--- config.mk ---
export PLATFORM = sky130hd
export DESIGN_NAME = mac_pause_flow_control
export DESIGN_NICKNAME = d
export VERILOG_FILES = /design/src/pause_fc_pkg.sv /design/src/mac_pause_flow_control.sv
export VERILOG_INCLUDE_DIRS = /design/src
export SDC_FILE = /design/constraint.sdc
export NUM_CORES = 1
export LEC_CHECK = 0
export BUFFER_PORTS_ARGS = -buffer_cell sky130_fd_sc_hd__buf_2
export CAP_MARGIN = 20
export CORE_MARGIN = 2
export CORE_UTILIZATION = 35
export DETAILED_ROUTE_END_ITERATION = 10
export GPL_ROUTABILITY_DRIVEN = 0
export REMOVE_ABC_BUFFERS = 1
export SYNTH_ARGS = -nofsm -noshare
export SYNTH_HDL_FRONTEND = slang
export SYNTH_SLANG_ARGS = --single-unit
--- constraint.sdc ---
create_clock -name i_sys_clk -period 4.7 [get_ports i_sys_clk]
set_input_delay 0.47 -clock i_sys_clk [delete_from_list [all_inputs] [get_ports i_sys_clk]]
set_output_delay 0.47 -clock i_sys_clk [all_outputs]
set_load 0.02 [all_outputs]
--- src/pause_fc_defines.svh ---
// register offsets, field positions, reset values and timing counts of the pause block
`ifndef PAUSE_FC_DEFINES_SVH
`define PAUSE_FC_DEFINES_SVH
`define PFC_NQ              8
`define PFC_ADDR_W          12
`define OFF_DADDR_LOW       12'h707
`define OFF_DADDR_HIGH      12'h708
`define OFF_CTRL            12'h709
`define OFF_TX_CLASS_EN     12'h70A
`define OFF_QUANTA          12'h70B
`define OFF_HOLDOFF         12'h70C
`define OFF_STATUS          12'h70D
`define BIT_PROC_EN         0
`define BIT_FWD_EN          1
`define BIT_HONOUR          2
`define BIT_PRIO_MODE       3
`define BIT_RETX_EN         4
`define CTRL_RESET          32'h0000_0015
`define PAUSE_ETYPE         16'h8808
`define OPC_STD             16'h0001
`define OPC_PFC             16'h0101
`define MCAST_PAUSE_DA      48'h0180_C200_0001
`define QUANTUM_BITS        512
`define DATAPATH_BITS       64
`define QUANTUM_CYC         (`QUANTUM_BITS / `DATAPATH_BITS)
`define QUANTA_RESET        16'hFFFF
`define HOLDOFF_RESET       16'h7FFF
`endif

--- src/pause_fc_pkg.sv ---
// types shared by the pause flow-control block
package pause_fc_pkg;
   typedef struct packed {
      logic        valid;
      logic [47:0] dest_addr;
      logic [15:0] ether_type;
      logic [15:0] opcode;
      logic [7:0]  class_en;
      logic [127:0] times;
      logic        runt;
      logic        fcs_err;
   } rx_ctrl_frame_s;
   typedef struct packed {
      logic        valid;
      logic        xon;
      logic [7:0]  class_vec;
      logic [15:0] quanta;
   } tx_pause_req_s;
   typedef enum logic [2:0] {
      TX_IDLE = 3'b001,
      TX_WAIT = 3'b010,
      TX_SEND = 3'b100
   } tx_gen_state_e;
endpackage

--- src/mac_pause_flow_control.sv ---
// pause frame generation, receive filtering and transmit throttling
//
// The implementer's own choice: the plain strobed port.
`timescale 1ns/10ps
`include "pause_fc_defines.svh"
module mac_pause_flow_control
   import pause_fc_pkg::*;
(
   input  wire logic                   i_sys_clk,
   input  wire logic                   i_rstn,
   input  wire logic [`PFC_ADDR_W-1:0] i_addr,
   input  wire logic [31:0]            i_wdata,
   input  wire logic                   i_wr,
   input  wire logic                   i_rd,
   output logic      [31:0]            o_rdata,
   input  wire logic [`PFC_NQ-1:0]     i_pause_insert,
   input  wire rx_ctrl_frame_s         i_rx_frame,
   input  wire logic                   i_tx_in_frame,
   output logic                        o_rx_fwd,
   output logic                        o_rx_drop,
   output logic [`PFC_NQ-1:0]          o_pause_match,
   output logic [`PFC_NQ-1:0]          o_tx_paused,
   output tx_pause_req_s               o_tx_pause_req
);
   ////////////////////////////////////////////////////////////////////////////
   // registers
   logic [31:0]         daddr_low_q;
   logic [15:0]         daddr_high_q;
   logic [31:0]         ctrl_q;
   logic [`PFC_NQ-1:0]  class_en_q;
   logic [15:0]         quanta_q;
   logic [15:0]         holdoff_q;

   wire proc_en   = ctrl_q[`BIT_PROC_EN];
   wire fwd_en    = ctrl_q[`BIT_FWD_EN];
   wire honour    = ctrl_q[`BIT_HONOUR];
   wire prio_mode = ctrl_q[`BIT_PRIO_MODE];
   wire retx_en   = ctrl_q[`BIT_RETX_EN];

   always_ff @(posedge i_sys_clk or negedge i_rstn) begin
      if (!i_rstn) begin
         daddr_low_q  <= 32'h0000_0000;
         daddr_high_q <= 16'h0000;
         ctrl_q       <= `CTRL_RESET;
         class_en_q   <= {`PFC_NQ{1'b1}};
         quanta_q     <= `QUANTA_RESET;
         holdoff_q    <= `HOLDOFF_RESET;
      end else if (i_wr) begin
         unique case (i_addr)
            `OFF_DADDR_LOW:   daddr_low_q  <= i_wdata;
            `OFF_DADDR_HIGH:  daddr_high_q <= i_wdata[15:0];
            `OFF_CTRL:        ctrl_q       <= {27'h0, i_wdata[4:0]};
            `OFF_TX_CLASS_EN: class_en_q   <= i_wdata[`PFC_NQ-1:0];
            `OFF_QUANTA:      quanta_q     <= i_wdata[15:0];
            `OFF_HOLDOFF:     holdoff_q    <= i_wdata[15:0];
            default: ;
         endcase
      end
   end

   ////////////////////////////////////////////////////////////////////////////
   // pause request synchroniser: the client request is a level from outside
   logic [`PFC_NQ-1:0] ins_s1_q;
   logic [`PFC_NQ-1:0] ins_s2_q;
   logic [`PFC_NQ-1:0] ins_prev_q;
   always_ff @(posedge i_sys_clk or negedge i_rstn) begin
      if (!i_rstn) begin
         ins_s1_q   <= '0;
         ins_s2_q   <= '0;
         ins_prev_q <= '0;
      end else begin
         ins_s1_q   <= i_pause_insert;
         ins_s2_q   <= ins_s1_q;
         ins_prev_q <= ins_s2_q;
      end
   end

   ////////////////////////////////////////////////////////////////////////////
   // transmit pause generation
   logic [`PFC_NQ-1:0] xoff_pend_q;
   logic [`PFC_NQ-1:0] xon_pend_q;
   logic [15:0]        retx_cnt_q [`PFC_NQ];
   logic [`PFC_NQ-1:0] retx_due;
   logic [`PFC_NQ-1:0] rise;
   logic [`PFC_NQ-1:0] fall;
   tx_gen_state_e      tx_st_q;
   tx_pause_req_s      req_q;

   assign rise = ins_s2_q & ~ins_prev_q & class_en_q;
   assign fall = ~ins_s2_q & ins_prev_q & class_en_q;

   // sends wait for idle link so an outgoing frame is never cut short
   wire         link_free = !i_tx_in_frame;
   wire         send_xoff = (tx_st_q == TX_SEND) && (|xoff_pend_q);
   wire         send_xon  = (tx_st_q == TX_SEND) && !(|xoff_pend_q) && (|xon_pend_q);
   wire [`PFC_NQ-1:0] xoff_done = send_xoff ? xoff_pend_q : '0;
   wire [`PFC_NQ-1:0] xon_done  = send_xon  ? xon_pend_q  : '0;

   for (genvar g = 0; g < `PFC_NQ; g++) begin : g_retx
      assign retx_due[g] = retx_en && ins_s2_q[g] && class_en_q[g]
                           && (retx_cnt_q[g] == 16'h0000) && !xoff_pend_q[g];
      always_ff @(posedge i_sys_clk or negedge i_rstn) begin
         if (!i_rstn) begin
            retx_cnt_q[g] <= 16'h0000;
         end else if (xoff_done[g]) begin
            retx_cnt_q[g] <= holdoff_q;
         end else if (retx_cnt_q[g] != 16'h0000) begin
            retx_cnt_q[g] <= retx_cnt_q[g] - 16'h0001;
         end
      end
   end

   always_ff @(posedge i_sys_clk or negedge i_rstn) begin
      if (!i_rstn) begin
         xoff_pend_q <= '0;
         xon_pend_q  <= '0;
      end else begin
         // new requests win over the completion of an older send
         xoff_pend_q <= (xoff_pend_q & ~xoff_done & ~fall) | rise | retx_due;
         xon_pend_q  <= (xon_pend_q & ~xon_done & ~rise) | fall;
      end
   end

   always_ff @(posedge i_sys_clk or negedge i_rstn) begin
      if (!i_rstn) begin
         tx_st_q <= TX_IDLE;
      end else begin
         unique case (tx_st_q)
            TX_IDLE: if (|(xoff_pend_q | xon_pend_q)) tx_st_q <= TX_WAIT;
            TX_WAIT: if (link_free) tx_st_q <= TX_SEND;
            TX_SEND: tx_st_q <= TX_IDLE;
            default: tx_st_q <= TX_IDLE;
         endcase
      end
   end

   always_ff @(posedge i_sys_clk or negedge i_rstn) begin
      if (!i_rstn) begin
         req_q <= '0;
      end else begin
         req_q.valid     <= send_xoff | send_xon;
         req_q.xon       <= send_xon;
         req_q.class_vec <= send_xoff ? xoff_pend_q : xon_pend_q;
         req_q.quanta    <= send_xon ? 16'h0000 : quanta_q;
      end
   end
   assign o_tx_pause_req = req_q;

   ////////////////////////////////////////////////////////////////////////////
   // receive filtering
   function automatic logic [15:0] time_of(input logic [127:0] t, input int unsigned n);
      time_of = t[n*16 +: 16];
   endfunction

   wire [47:0] cfg_da    = {daddr_high_q, daddr_low_q};
   wire        is_pause  = i_rx_frame.valid && (i_rx_frame.ether_type == `PAUSE_ETYPE)
                           && (i_rx_frame.opcode == (prio_mode ? `OPC_PFC : `OPC_STD));
   wire        addr_hit  = (i_rx_frame.dest_addr == cfg_da)
                           || (i_rx_frame.dest_addr == `MCAST_PAUSE_DA);
   wire        bad_frame = !prio_mode && (i_rx_frame.runt || i_rx_frame.fcs_err);
   wire        act       = is_pause && addr_hit && proc_en && !bad_frame;
   // forwarding only picks the client path; act is computed without it
   wire        drop_hit  = is_pause && addr_hit && (!proc_en || !fwd_en);
   wire [`PFC_NQ-1:0] rx_classes = prio_mode ? i_rx_frame.class_en
                                             : {{(`PFC_NQ-1){1'b0}}, 1'b1};
   wire        tx_obeys  = prio_mode || honour;

   always_ff @(posedge i_sys_clk or negedge i_rstn) begin
      if (!i_rstn) begin
         o_rx_fwd  <= 1'b0;
         o_rx_drop <= 1'b0;
      end else begin
         o_rx_fwd  <= i_rx_frame.valid && !drop_hit;
         o_rx_drop <= i_rx_frame.valid && drop_hit;
      end
   end

   ////////////////////////////////////////////////////////////////////////////
   // pause timers per class
   logic [15:0]        quanta_left_q [`PFC_NQ];
   logic [2:0]         sub_cnt_q     [`PFC_NQ];
   logic [`PFC_NQ-1:0] match_q;
   logic [`PFC_NQ-1:0] paused_q;

   for (genvar c = 0; c < `PFC_NQ; c++) begin : g_timer
      wire [15:0] rx_q  = time_of(i_rx_frame.times, c);
      wire        load  = act && rx_classes[c];
      always_ff @(posedge i_sys_clk or negedge i_rstn) begin
         if (!i_rstn) begin
            quanta_left_q[c] <= 16'h0000;
            sub_cnt_q[c]     <= 3'h0;
            match_q[c]       <= 1'b0;
         end else if (load) begin
            quanta_left_q[c] <= rx_q;
            sub_cnt_q[c]     <= 3'(`QUANTUM_CYC - 1);
            match_q[c]       <= (rx_q != 16'h0000);
         end else if (quanta_left_q[c] != 16'h0000) begin
            // one quantum of 512 bit times at the datapath width
            if (sub_cnt_q[c] == 3'h0) begin
               sub_cnt_q[c]     <= 3'(`QUANTUM_CYC - 1);
               quanta_left_q[c] <= quanta_left_q[c] - 16'h0001;
               match_q[c]       <= (quanta_left_q[c] != 16'h0001);
            end else begin
               sub_cnt_q[c] <= sub_cnt_q[c] - 3'h1;
            end
         end
      end
   end

   // stall takes effect only between frames; the frame in flight finishes
   always_ff @(posedge i_sys_clk or negedge i_rstn) begin
      if (!i_rstn) begin
         paused_q <= '0;
      end else begin
         paused_q <= match_q & (paused_q | {`PFC_NQ{!i_tx_in_frame}})
                     & {`PFC_NQ{tx_obeys}};
      end
   end
   assign o_pause_match = match_q;
   assign o_tx_paused   = paused_q;

   ////////////////////////////////////////////////////////////////////////////
   // read port
   logic [31:0] rd_mux;
   always_comb begin
      rd_mux = 32'h0000_0000;
      unique case (i_addr)
         `OFF_DADDR_LOW:   rd_mux = daddr_low_q;
         `OFF_DADDR_HIGH:  rd_mux = {16'h0000, daddr_high_q};
         `OFF_CTRL:        rd_mux = ctrl_q;
         `OFF_TX_CLASS_EN: rd_mux = {24'h0, class_en_q};
         `OFF_QUANTA:      rd_mux = {16'h0000, quanta_q};
         `OFF_HOLDOFF:     rd_mux = {16'h0000, holdoff_q};
         `OFF_STATUS:      rd_mux = {16'h0000, paused_q, match_q};
         default:          rd_mux = 32'h0000_0000;
      endcase
   end
   always_ff @(posedge i_sys_clk or negedge i_rstn) begin
      if (!i_rstn) begin
         o_rdata <= 32'h0000_0000;
      end else begin
         o_rdata <= i_rd ? rd_mux : 32'h0000_0000;
      end
   end
endmodule

# Yosys cells after proc, flatten, opt, wreduce, memory -nomap -nowiden
# Cells that the tools add are included.
# word_totals
elab_cells	374
regBits	492
mem_bits_ro	0
latch_bits	0
ramBits	0
mem_count	0
out_inout_bits	76
# classes
shift	0
mul	0
add_sub_neg	24
bitwise_logic	22
div	0
eq_ne	24
muxes	99
n_reduce_logical	153
order_cmp	0
# ops
operator	count
two-way mux 16 bit	41
nonzero test 16 bit	24
subtractor 16 x 1 -> 16 bit (second input constant)	16
one-hot mux 32 bit (7 select lines)	1
logical NOT 16 bit	8
inequality test 16 x 1 -> 1 bit (second input constant)	8
== test 12 x 11 -> 1 bit (second input constant)	7
bitwise AND 8 bit	10
two-way mux 3 bit	26
logical AND 1 bit	52
== test 48 x 41 -> 1 bit (second input constant)	1
== test 48 bit	1
NOT 8 bit	6
nonzero test 2 bit	24
bitwise OR 8 bit	5
two-way mux 32 bit	1
two-way mux 8 bit	4
AND reduction 2 bit	15
logical NOT 3 bit	8
two-way mux 1 bit	24
OR reduction 8 bit	3
subtractor 3 x 1 -> 3 bit (second input constant)	8
== test 16 bit (second input constant)	1
== test 16 x 9 -> 1 bit	1
other kinds (9)	27

# Depth between registers and ports, before layout
# Gate-level depths: netlist of run 1.
# logic_depth
word_depth	9
depth_mapped	10

# Worst setup path before layout of run 1
# No wires, ideal clock.
# synth_timing
path_type	reg-to-reg
start	register quanta_left_q[68] (netlist name)
end	register quanta_left_q[77] (netlist name)
path_stages_with_launch	8
t_required_ns	4.575
n_path_buf	1
arrival_ns	2.624
slack_ns	1.951
path_cell_list	dfrtp_1 -> or4_1 -> buf_2 -> or4_4 -> or3_1 -> or3_1 -> xnor2_1 -> mux2_2
# synth_between
elab_chain_cells	4
# synth_lines
item	line_no	rtl
start: declaration	mac_pause_flow_control.sv:180	logic [15:0] quanta_left_q [`PFC_NQ];
start signal: indexed assignment	mac_pause_flow_control.sv:194	quanta_left_q[c] <= rx_q;
start signal: indexed assignment	mac_pause_flow_control.sv:201	quanta_left_q[c] <= quanta_left_q[c] - 16'h0001;
subtractor 16 x 1 -> 16 bit	mac_pause_flow_control.sv:201	
two-way mux 16 bit	mac_pause_flow_control.sv:199	if (sub_cnt_q[c] == 3'h0) begin
two-way mux 16 bit	mac_pause_flow_control.sv:197	end else if (quanta_left_q[c] != 16'h0000) begin
two-way mux 16 bit	mac_pause_flow_control.sv:193	end else if (load) begin
# Several ways; a longest one is shown, not always the timed one. The select of a mux whose other input is x is not followed.
# A chain may end at the register's enable or synchronous reset.

# Worst setup path in the final report of run 1
# layout_timing
start	register daddr_low_q[12]
end	register quanta_left_q[9] (netlist name)
# layout_between
elab_chain_cells	8
# layout_lines
item	line_no	rtl
start: declaration	mac_pause_flow_control.sv:27	logic [31:0] daddr_low_q;
start signal: assignment	mac_pause_flow_control.sv:50	`OFF_DADDR_LOW: daddr_low_q <= i_wdata;
== test 48 bit *	mac_pause_flow_control.sv:158	wire addr_hit = (i_rx_frame.dest_addr == cfg_da)
logical OR 1 bit *	mac_pause_flow_control.sv:158	
logical AND 1 bit * (3 in a row)	mac_pause_flow_control.sv:161	wire act = is_pause && addr_hit && proc_en && !bad_frame;
logical AND 1 bit *	mac_pause_flow_control.sv:187	wire load = act && rx_classes[c];
nonzero test 2 bit (no source line)	--	
AND reduction 2 bit (no source line)	--	
# Every way passes the cells marked *; elsewhere a longest branch is shown, timed or not.

==> results of run 1 <==
[cell families after synthesis]
group,after synthesis
DFF,492
and+or+nand+nor,890
AOI/OAI and AO/OA,338
xor gates and xnor gates,241
buffers and inverters,169
muxes,258
adders and majority gates,40
[path summary, 6_finish.rpt]
path | start | end | slack, ns | cells after the start
max in group asynchronous | i_rstn | ins_s2_q[4] | 3.42 | 2
worst max register to register | daddr_low_q[12] | quanta_left_q[9] | 1.53 | 7
worst min register to register | ins_s1_q[1] | ins_s2_q[1] | 0.35 | 0
min in group i_sys_clk | i_wdata[18] | daddr_low_q[18] | 0.07 | 2
worst max-delay path | daddr_low_q[12] | quanta_left_q[9] | 1.53 | 7
worst min-delay path | i_rstn | o_pause_match[0] | -0.08 | 1
[worst reg2reg max path, delay by kind of cell (launching register included)]
kind	cells	cell delay, ns
AND/OR/NAND/NOR	3	0.98
AO/OA/AOI/OAI	1	0.61
multiplexers	1	0.52
flip-flops	1	0.48
buffers and inverters	1	0.26
XOR/XNOR	1	0.20
[flip-flops by register name, summed over array words and instances (netlist names)]
signal and cells:
class_en_q 8, ins_s2_q 8, daddr_high_q 16, sub_cnt_q 24
xon_pend_q 8, ctrl_q 5, quanta_q 16, o_pause_match 8
o_rx_drop 1, xoff_pend_q 8, ins_s1_q 8, tx_st_q 3
o_rx_fwd 1, o_rdata 32, daddr_low_q 32, o_tx_paused 8
retx_cnt_q 128, ins_prev_q 8, quanta_left_q 128, holdoff_q 16
o_tx_pause_req 26
[stage by stage]
stage / cells / hold slack (ns) / power, W / cell area (µm²) / worst slack [ns]
after global placement: 3662 / 0.339 / 0.00714 / 28200 / 1.00
final: 3789 / -0.0840 / 0.0122 / 30500 / 1.53
after global routing: 3786 / 0.0564 / 0.0128 / 30500 / 1.35
after detailed placement: 3664 / 0.336 / 0.00727 / 28300 / 0.909
after floorplan: 2336 / 0.174 / 0.00660 / 24900 / 0.522
after CTS: 3779 / 0.00121 / 0.0123 / 30500 / 1.51
[layout by cell type (no fill, tap or decap), drive strengths merged, types with 38 or more instances in the layout]
master / count
o21ai: 134
xnor2: 116
dfrtp: 449
nor3: 88
ha: 40
nor2b: 38
xor2: 125
dfstp: 43
clkbuf: 81
nor2: 138
a21oi: 61
nand2: 256
nor4: 118
mux2: 227
inv: 80
or3: 45
buf: 383
[layer usage]
metal | wire length [µm] | global-route usage [%] | vias up
met5 | 68 | 0 | -
met4 | 3240 | 8.69 | 10
met3 | 5860 | 4.39 | 168
met2 | 38800 | 35.5 | 735
met1 | 33700 | 27.8 | 10256
li1 | - | - | 9450
[power by group]
part	switching, W	internal, W
registers	0.000535	0.00480
clock network	0.00191	0.00308
logic	0.000982	0.000920
total	0.00342	0.00880
[area by class of cell]
cell class | count | share of cell area (%)
Timing Repair Buffer | 391 | 7.07
Inverter | 77 | 0.947
Clock buffer | 81 | 5.46
Tap cell | 950 | 3.89
Clock inverter | 26 | 1.48
Multi-Input combinational cell | 1767 | 40.6
Antenna cell | 5 | 0.0410
Sequential cell | 492 | 40.5
==> impl_metrics.csv, run 1 <==
group,metric,value,unit
status,run_status,"complete, but fails checks",
status,violations_in_the_final_reports,"hold timing",
synthesis,synth_top_flop_cell,"sky130_fd_sc_hd__dfrtp_1",
clocking,post-cts-setup-buffer-count,0,
final_layout,multi_input_area,12400,µm²
grt,grt_first_pass_wirelength,125000,µm
timing,finClkSkew,0.0194,ns
timing,max_freq,316,MHz
synthesis,post_synthesis_share_of_cell_area_spent_on_full_adders_half_adders_and_majority_gates,1.98,%
timing,tns,0,ns
synthesis,ys.warnings.count,0,
synthesis,synth.distinct_cells,67,
synthesis,seq_area_frac_synth,48.9,%
worst_setup_path,crit_chain,"xor2_1 > nor4_1 > nand4_1 > nor3_2 > buf_4 > o2111ai_2 > mux2_2",
placement,port_buffers,351,
timing,timing.max_slew.rel_slack,24.7,%
routing,post_detailed_route_wirelength_per_cell,21.5,µm
synthesis,netlist_top_cells_count,"sky130_fd_sc_hd__dfrtp_1, sky130_fd_sc_hd__nand2_1, sky130_fd_sc_hd__mux2_2",
worst_setup_path,cp_top_family,"simple AND/OR/NAND/NOR gates",
synthesis,synth_enable_flop_cells,0,
routing,firstDrtPassIters,7,
pwr,p_leak,14.3,nW
timing,setup_viol_count_final,0,
clocking,clockRootBuffer,"sky130_fd_sc_hd__clkbuf_16",
routing,routed_via_density,5.44,
final_layout,final_util,42.7,%
synthesis,synthCells,2428,
worst_setup_path,maximum_fanout_along_the_worst_path,20,
routing,initialDrtViolationCount,1712,
clocking,post_cts.resized_instances,0,
worst_setup_path,critPathRequiredTime,5.21,ns
timing,rsz0062_at_grt,"no",
clocking,clock_latency,0.63,ns
worst_setup_path,cpPeakStageDelay,0.60,ns
synthesis,netlist.area_leader.share,44.4,%
timing,finalHoldWorstSlack,-0.0840,ns
grt,grt-ovfl-total,0,
floorplanning,floorplan_core_area,71500,µm²
final_layout,nFillCells,6812,
timing,final_min_period_over_clock_period,67.3,%
clocking,number_of_hold_buffers_added_after_cts,8,
clocking,clock_sink_count,492,
floorplanning,top_level_ports,352,
placement,dp.final_hpwl,60600,µm
floorplanning,rows,98,
flow_run,maxCapViolCount,0,
synthesis,synth-async-reset-ratio,100,%
clocking,clock_path_buffers,3,
clocking,clk_pin_slew,0.06,ns
worst_setup_path,arrival_time_at_the_worst_endpoint,3.68,ns
final_layout,final_net_count,3102,
worst_setup_path,setup.worst_path.start_class,"register",
routing,antenna_left,0,
timing,tightest_slew,1.13,ns
routing,route.vias.total,20619,
timing,hold_viol,20,
timing,timing.final.max_slew_violations,0,
synthesis,synth-compound-area-share,8.43,%
synthesis,dominant_combinational_cell_family_by_area_after_synthesis,"simple AND/OR/NAND/NOR gates",
grt,grt_use_total,21.6,%
final_layout,area_growth,20.6,%
synthesis,yosys.area_share.xor_xnor,8.34,%
worst_setup_path,worstPathBufferInverterCount,1,
worst_setup_path,slowest_stage,"sky130_fd_sc_hd__o2111ai_2",
final_layout,ratio_of_cells_with_drive_above_1_in_the_final_layout,27.9,%
timing,final_critical_path_time_including_i_o_delays_and_setup,3.17,ns
pwr,power.ir.vdd_worst,0.278,mV
floorplanning,starting_density_of_the_core,35.4,%
floorplanning,die_w,273,µm
routing,post_route_drc_violation_count,0,
synthesis,simple_logic_cell_fraction_of_the_synthesized_area,18.5,%
synthesis,yosysTopAreaCell,"sky130_fd_sc_hd__dfrtp_1",
worst_setup_path,critical_path.endpoint_type,"register",
clocking,h-tree-depth,2,
grt,grt_pass1_vias,20972,
worst_setup_path,critical_path_class,"reg -> reg",
min_path,holdCritPathClass,"in -> async",
clocking,numCtsBuffers,57,
floorplanning,die_h,273,µm
pwr,powerDensity,400,nW/µm²
final_layout,sequential_cell_area,12400,µm²
synthesis,yosysMostFrequentCell,"sky130_fd_sc_hd__dfrtp_1",
routing,totalWireLength,81600,µm
grt,grt_max_degree,125,
clocking,clock_tree_from_tritoncts,"built",
floorplanning,die_area,74500,µm²
synthesis,synth.top_cells.by_area,"sky130_fd_sc_hd__dfrtp_1, sky130_fd_sc_hd__mux2_2, sky130_fd_sc_hd__dfstp_2",
synthesis,ys_ff_latch,492,
synthesis,synthesis.area_per_instance,10.4,µm²
synthesis,synth_mux_area_share,11.3,%
synthesis,synth_area,25300,µm²
grt,antenna_violations_before_repair,10,
Note: power is estimated with default switching activity, not from simulation.
==> inputs of run 2 (changes only) <==
--- a/config.mk
+++ b/config.mk
@@ -6,6 +6,7 @@
 export SDC_FILE = /design/constraint.sdc
 export NUM_CORES = 1
 export LEC_CHECK = 0
+export ABC_AREA = 1
 export BUFFER_PORTS_ARGS = -buffer_cell sky130_fd_sc_hd__buf_2
 export CAP_MARGIN = 20
 export CORE_MARGIN = 2
==> constraint.sdc (replaced) <==
create_clock -name i_sys_clk -period 3.2 [get_ports i_sys_clk]
set_input_delay 0.32 -clock i_sys_clk [delete_from_list [all_inputs] [get_ports i_sys_clk]]
set_output_delay 0.32 -clock i_sys_clk [all_outputs]
set_load 0.02 [all_outputs]
==> impl_metrics.csv, run 2 <==
group,metric,value,unit
status,run_status,"complete, no violations",
floorplanning,top_level_ports,352,
floorplanning,floorplan_core_area,79300,µm²
clocking,numCtsBuffers,57,
clocking,post-cts-setup-buffer-count,0,
min_path,holdCritPathClass,"in -> reg",
worst_setup_path,slowest_stage,"sky130_fd_sc_hd__nor2_1",
timing,rsz0062_at_grt,"no",
routing,post_detailed_route_wirelength_per_cell,18.4,µm
timing,final_critical_path_time_including_i_o_delays_and_setup,2.91,ns
worst_setup_path,maximum_fanout_along_the_worst_path,18,
worst_setup_path,cp_top_family,"simple AND/OR/NAND/NOR gates",
synthesis,synth_area,28100,µm²
grt,antenna_violations_before_repair,12,
grt,grt-ovfl-total,0,
synthesis,netlist.area_leader.share,40.0,%
final_layout,ratio_of_cells_with_drive_above_1_in_the_final_layout,15.8,%
routing,post_route_drc_violation_count,0,
worst_setup_path,cpPeakStageDelay,0.51,ns
floorplanning,die_area,82600,µm²
clocking,clockRootBuffer,"sky130_fd_sc_hd__clkbuf_16",
worst_setup_path,critPathLaunch,"daddr_high_q[5]",
timing,timing.final.max_slew_violations,0,
timing,final_min_period_over_clock_period,90.8,%
grt,grt_max_degree,83,
timing,max_freq,344,MHz
grt,grt_pass1_vias,24841,
worst_setup_path,setup.worst_path.start_class,"register",
clocking,clock_latency,0.64,ns
synthesis,netlist_top_cells_count,"sky130_fd_sc_hd__nand2_1, sky130_fd_sc_hd__inv_1, sky130_fd_sc_hd__dfrtp_1",
synthesis,synth-async-reset-ratio,100,%
clocking,number_of_hold_buffers_added_after_cts,35,
synthesis,ys.warnings.count,0,
pwr,p_leak,16.2,nW
final_layout,final_common_cell,"sky130_fd_sc_hd__nand2_1",
grt,grt_use_total,22.3,%
final_layout,layout_common_cells,"sky130_fd_sc_hd__nand2_1, sky130_fd_sc_hd__inv_1, sky130_fd_sc_hd__dfrtp_1, sky130_fd_sc_hd__buf_2, sky130_fd_sc_hd__nor2_1",
timing,finClkSkew,0.0296,ns
floorplanning,starting_density_of_the_core,35.5,%
placement,port_buffers,351,
pwr,power.ir.vdd_worst,0.470,mV
timing,hold_viol,0,
worst_setup_path,critical_path.endpoint_type,"register",
worst_setup_path,critPathRequiredTime,3.76,ns
timing,tightest_slew,1.12,ns
clocking,h-tree-depth,2,
floorplanning,rows,103,
worst_setup_path,arrival_time_at_the_worst_endpoint,3.46,ns
synthesis,yosysMostFrequentCell,"sky130_fd_sc_hd__nand2_1",
flow_run,maxCapViolCount,0,
floorplanning,die_h,287,µm
synthesis,synth_top_flop_cell,"sky130_fd_sc_hd__dfrtp_1",
worst_setup_path,cpMostUsedCell,"sky130_fd_sc_hd__nand2_1",
routing,route.vias.total,26052,
worst_setup_path,timing.rr.end,"quanta_left_q[105]",
grt,grt_first_pass_wirelength,144000,µm
clocking,clock_tree_from_tritoncts,"built",
clocking,post_cts.resized_instances,0,
synthesis,synthesis.area_per_instance,7.81,µm²
pwr,report.power.total,0.0177,W
timing,finalHoldWorstSlack,0.0227,ns
clocking,clk_pin_slew,0.06,ns
synthesis,ys_ff_latch,492,
worst_setup_path,crit_cells,12,
synthesis,yosysTopAreaCell,"sky130_fd_sc_hd__dfrtp_1",
worst_setup_path,worstPathBufferInverterCount,1,
timing,setup_viol_count_final,0,
final_layout,area_growth,19.3,%
placement,dp.final_hpwl,67300,µm
worst_setup_path,cp-endpoint,"quanta_left_q[105]",
worst_setup_path,timing.reg2reg.setup_slack,0.29,ns
timing,timing.max_slew.rel_slack,25.3,%
final_layout,biggestRegsByFlops,"quanta_left_q: 128 flops, retx_cnt_q: 128 flops",
routing,totalWireLength,93500,µm
routing,routed_via_density,5.12,
clocking,clock_sink_count,492,
synthesis,synth.top_cells.by_area,"sky130_fd_sc_hd__dfrtp_1, sky130_fd_sc_hd__nand2_1, sky130_fd_sc_hd__inv_1",
routing,antenna_left,0,
synthesis,seq_area_frac_synth,44.0,%
routing,firstDrtPassIters,5,
worst_setup_path,regToRegStartpoint,"daddr_high_q[5]",
clocking,clock_path_buffers,3,
synthesis,synthCells,3603,
floorplanning,die_w,287,µm
worst_setup_path,reg2regPathDepth,12,
synthesis,synth.distinct_cells,63,
routing,initialDrtViolationCount,1982,
pwr,powerDensity,527,nW/µm²
final_layout,final_net_count,4309,
worst_setup_path,critical_path_class,"reg -> reg",
worst_setup_path,crit_chain,"xnor2_1 > nand2_1 > nor2_1 > nand2_1 > nor2_1 > nand3_1 > buf_4 > nand2_4 > nand4_2 > o21ai_2 > nand3_1 > nand2_1",
synthesis,synth_enable_flop_cells,0,
[run 2: changes by cell type in the layout (fill, tap and decap cells not counted), moves of 35 or more]
cell	change
sky130_fd_sc_hd__o22ai_1	+46
sky130_fd_sc_hd__nand3_1	+169
sky130_fd_sc_hd__or4_1	-35
sky130_fd_sc_hd__or3_1	-45
sky130_fd_sc_hd__o21ai_0	+73
sky130_fd_sc_hd__nand4_1	+164
sky130_fd_sc_hd__nor2b_1	-38
sky130_fd_sc_hd__mux2_2	-218
sky130_fd_sc_hd__inv_1	+393
sky130_fd_sc_hd__nor2_1	+190
sky130_fd_sc_hd__o211ai_1	+85
sky130_fd_sc_hd__nand2_1	+615
sky130_fd_sc_hd__nor4_1	-75
[run 2: metrics by stage]
| stage | worst slack, ns | instance area [µm²] | setup TNS [ns] | util, % | cells |
|---|---|---|---|---|---|
| 2_1_floorplan | -1.67 | 27500 | -89.46 | - | 3480 |
| 3_3_place_gp | 0.252 | 31300 | 0 | 39.4 | 4949 |
| 3_5_place_dp | 0.276 | 31300 | 0 | 39.4 | 4949 |
| 4_1_cts | 0.277 | 33500 | 0 | 42.3 | 5086 |
| 5_1_grt | 0.0502 | 33500 | 0 | 42.3 | 5087 |
| 6_report | 0.294 | 33500 | 0 | 42.3 | 5088 |
[run 2: worst min path at each step]
stage                     cells after the start        start           end
after floorplan                               0       i_rstn     ctrl_q[1]
after CTS                                     3  i_wdata[10]  quanta_q[10]
final                                         3  i_wdata[10]  quanta_q[10]
after global routing                          3  i_wdata[10]  quanta_q[10]
after detailed placement                      0  ins_s1_q[0]   ins_s2_q[0]
after global placement                        0  ins_s1_q[6]   ins_s2_q[6]
[run 2: layer usage]
metal	up-vias	routed length [µm]	GRT usage, %
met5	-	87	0
met4	14	3550	8.42
met3	168	7190	4.64
met2	874	41500	34.6
met1	12358	41200	30.6
li1	12638	-	-
[run 2: power breakdown]
group / total [W] / leakage (nW) / switching, W / internal (W)
sequential: 0.00706 / 6.01 / 0.000331 / 0.00673
clock: 0.00686 / 0.956 / 0.00278 / 0.00408
combinational: 0.00377 / 9.26 / 0.00224 / 0.00153
[run 2: layout make-up]
type | instances | area (µm²)
diodes | 2 | 5.00
fillers | 8045 | 45700
flip-flops and latches | 492 | 12400
multi-input cells | 2492 | 13300
clock buffers | 75 | 1570
repair buffers | 454 | 2750
well taps | 1050 | 1310
inverters | 496 | 1860
clock inverters | 27 | 373
[run 2: cells by family after synthesis]
family | count (synthesis) | synth area share, %
simple gates | 1757 | 27.8
mux | 9 | 0.360
flops | 492 | 44.0
buf+inv | 619 | 8.80
compound gates | 464 | 10.4
xor+xnor | 222 | 6.91
fa+ha+maj | 40 | 1.78
[run 2: worst register-to-register path: cells and delay by family (launching register included)]
family	cells	cell delay, ns
simple gates	9	1.68
buf+inv	1	0.20
compound gates	1	0.36
flops	1	0.42
xor+xnor	1	0.16
==> inputs of run 3 (changes only) <==
--- a/config.mk
+++ b/config.mk
@@ -10,9 +10,10 @@
 export BUFFER_PORTS_ARGS = -buffer_cell sky130_fd_sc_hd__buf_2
 export CAP_MARGIN = 20
 export CORE_MARGIN = 2
-export CORE_UTILIZATION = 35
+export CORE_UTILIZATION = 59
 export DETAILED_ROUTE_END_ITERATION = 10
 export GPL_ROUTABILITY_DRIVEN = 0
+export PLACE_DENSITY = 0.81
 export REMOVE_ABC_BUFFERS = 1
 export SYNTH_ARGS = -nofsm -noshare
 export SYNTH_HDL_FRONTEND = slang
==> impl_metrics.csv, run 3 (same netlist as run 2, synthesis figures left out) <==
group,metric,value,unit
status,run_status,"complete, no violations",
worst_setup_path,critPathRequiredTime,3.74,ns
worst_setup_path,maximum_fanout_along_the_worst_path,20,
final_layout,multi_input_area,13300,µm²
worst_setup_path,regToRegStartpoint,"daddr_low_q[3]",
routing,firstDrtPassIters,5,
min_path,holdCritPathClass,"in -> reg",
routing,post_route_drc_violation_count,0,
clocking,post_cts.resized_instances,0,
routing,route.vias.total,26778,
worst_setup_path,crit_cells,12,
floorplanning,die_area,49400,µm²
worst_setup_path,crit_chain,"xnor2_1 > nand2_1 > nor2_1 > nand2_1 > nor2_1 > nand3_1 > buf_4 > nand2_4 > nand4_4 > o21ai_2 > nand3_1 > nand2_1",
placement,port_buffers,351,
clocking,clock_sink_count,492,
routing,routed_via_density,5.77,
floorplanning,top_level_ports,352,
grt,grt_use_met1,44.9,%
timing,final_critical_path_time_including_i_o_delays_and_setup,2.95,ns
final_layout,final_net_count,4298,
floorplanning,starting_density_of_the_core,59.4,%
timing,hold_viol,0,
placement,dp.final_hpwl,58400,µm
final_layout,nFillCells,3847,
floorplanning,die_w,222,µm
timing,finClkSkew,0.0238,ns
grt,antenna_violations_before_repair,5,
routing,post_detailed_route_wirelength_per_cell,17.9,µm
clocking,numCtsBuffers,52,
pwr,power.ir.vdd_worst,0.407,mV
clocking,clock_latency,0.63,ns
flow_run,maxCapViolCount,0,
final_layout,final_common_cell,"sky130_fd_sc_hd__nand2_1",
routing,totalWireLength,83200,µm
final_layout,ratio_of_cells_with_drive_above_1_in_the_final_layout,15.6,%
worst_setup_path,cp_top_family,"simple AND/OR/NAND/NOR gates",
clocking,post-cts-setup-buffer-count,0,
pwr,p_leak,16.1,nW
worst_setup_path,slowest_stage,"sky130_fd_sc_hd__dfrtp_1",
timing,final_min_period_over_clock_period,92.2,%
grt,grt_max_degree,88,
grt,global_route.peak_usage_layer,"met2",
timing,timing.final.max_slew_violations,0,
floorplanning,rows,80,
timing,setup_viol_count_final,0,
grt,grtUsageMet2,53.5,%
worst_setup_path,critical_path.endpoint_type,"register",
final_layout,layout_common_cells,"sky130_fd_sc_hd__nand2_1, sky130_fd_sc_hd__inv_1, sky130_fd_sc_hd__dfrtp_1, sky130_fd_sc_hd__buf_2, sky130_fd_sc_hd__nor2_1",
routing,initialDrtViolationCount,2577,
worst_setup_path,cpMostUsedCell,"sky130_fd_sc_hd__nand2_1",
pwr,powerDensity,524,nW/µm²
worst_setup_path,reg2regPathDepth,12,
grt,grt_use_total,33.5,%
worst_setup_path,critPathLaunch,"daddr_low_q[3]",
timing,max_freq,339,MHz
worst_setup_path,cpPeakStageDelay,0.45,ns
grt,grt.met3_usage,6.66,%
timing,tns,0,ns
pwr,report.power.total,0.0172,W
clocking,clockRootBuffer,"sky130_fd_sc_hd__clkbuf_16",
final_layout,sequential_cell_area,12400,µm²
floorplanning,floorplan_core_area,47300,µm²
min_path,hp-start,"i_wdata[15]",
worst_setup_path,arrival_time_at_the_worst_endpoint,3.49,ns
grt,grt_first_pass_wirelength,133000,µm
final_layout,area_growth,16.4,%
clocking,clock_path_buffers,3,
final_layout,biggestRegsByFlops,"quanta_left_q: 128 flops, retx_cnt_q: 128 flops",
timing,timing.max_slew.rel_slack,27.1,%
clocking,clk_pin_slew,0.07,ns
grt,grt_pass1_vias,24872,
worst_setup_path,worstPathBufferInverterCount,1,
min_path,hold_path_depth,3,
clocking,h-tree-depth,2,
clocking,clock_tree_from_tritoncts,"built",
timing,tightest_slew,1.09,ns
worst_setup_path,setup.worst_path.start_class,"register",
routing,antenna_left,0,
grt,grt-ovfl-total,0,
timing,finalHoldWorstSlack,0.0298,ns
timing,rsz0062_at_grt,"no",
worst_setup_path,critical_path_class,"reg -> reg",
floorplanning,die_h,222,µm
## run 3: repair_timing
| action | in CTS | in global routing |
|---|---|---|
| setup endpoints to repair | 0 | 0 |
| hold buffers | 33 | 0 |
| hold endpoints to repair | 86 | 0 |
## run 3: final cells by class
type	instances	share of cell area (%)
Multi-Input combinational cell	2492	40.6
Sequential cell	492	37.8
Timing Repair Buffer	448	8.18
Inverter	496	5.69
Clock buffer	73	4.52
Tap cell	615	2.35
Clock inverter	22	0.841
Antenna cell	1	0.00764
## run 3: worst reg2reg max path: cells and delay by family (launching register included)
kind	cells	cell delay, ns
simple gates	9	1.59
flops	1	0.45
compound gates	1	0.44
buf+inv	1	0.22
xor+xnor	1	0.17
## run 3: per-stage QoR
stage / worst slack [ns] / instance area [µm²] / utilization (%) / instances
4_1_cts: 0.226 / 32700 / 69.1 / 4638
6_report: 0.251 / 32700 / 69.2 / 4639
3_3_place_gp: 0.342 / 30700 / 64.7 / 4510
5_1_grt: 0.0433 / 32700 / 69.2 / 4639
3_5_place_dp: 0.294 / 30700 / 64.7 / 4510
2_1_floorplan: -1.67 / 27500 / - / 3480
## run 3: final timing paths
path	endpoint	slack, ns
max in group asynchronous	daddr_low_q[16]	2.02
max	quanta_left_q[116]	0.25
max reg2reg	quanta_left_q[116]	0.25
min reg2reg	ins_s2_q[6]	0.35
min in group asynchronous	quanta_left_q[10]	0.24
min	quanta_q[15]	0.03
## run 3: power breakdown
group	internal [W]	leakage [nW]	switching, W
combinational	0.00152	9.23	0.00230
clock	0.00364	0.857	0.00264
sequential	0.00673	6.01	0.000337
total	0.0119	16.1	0.00528
## run 3: routing by layer
metal	vias to the layer above	wire, µm
li1	12627	-
met1	12679	33900
met2	1244	38100
met3	222	7300
met4	6	3810
met5	-	38
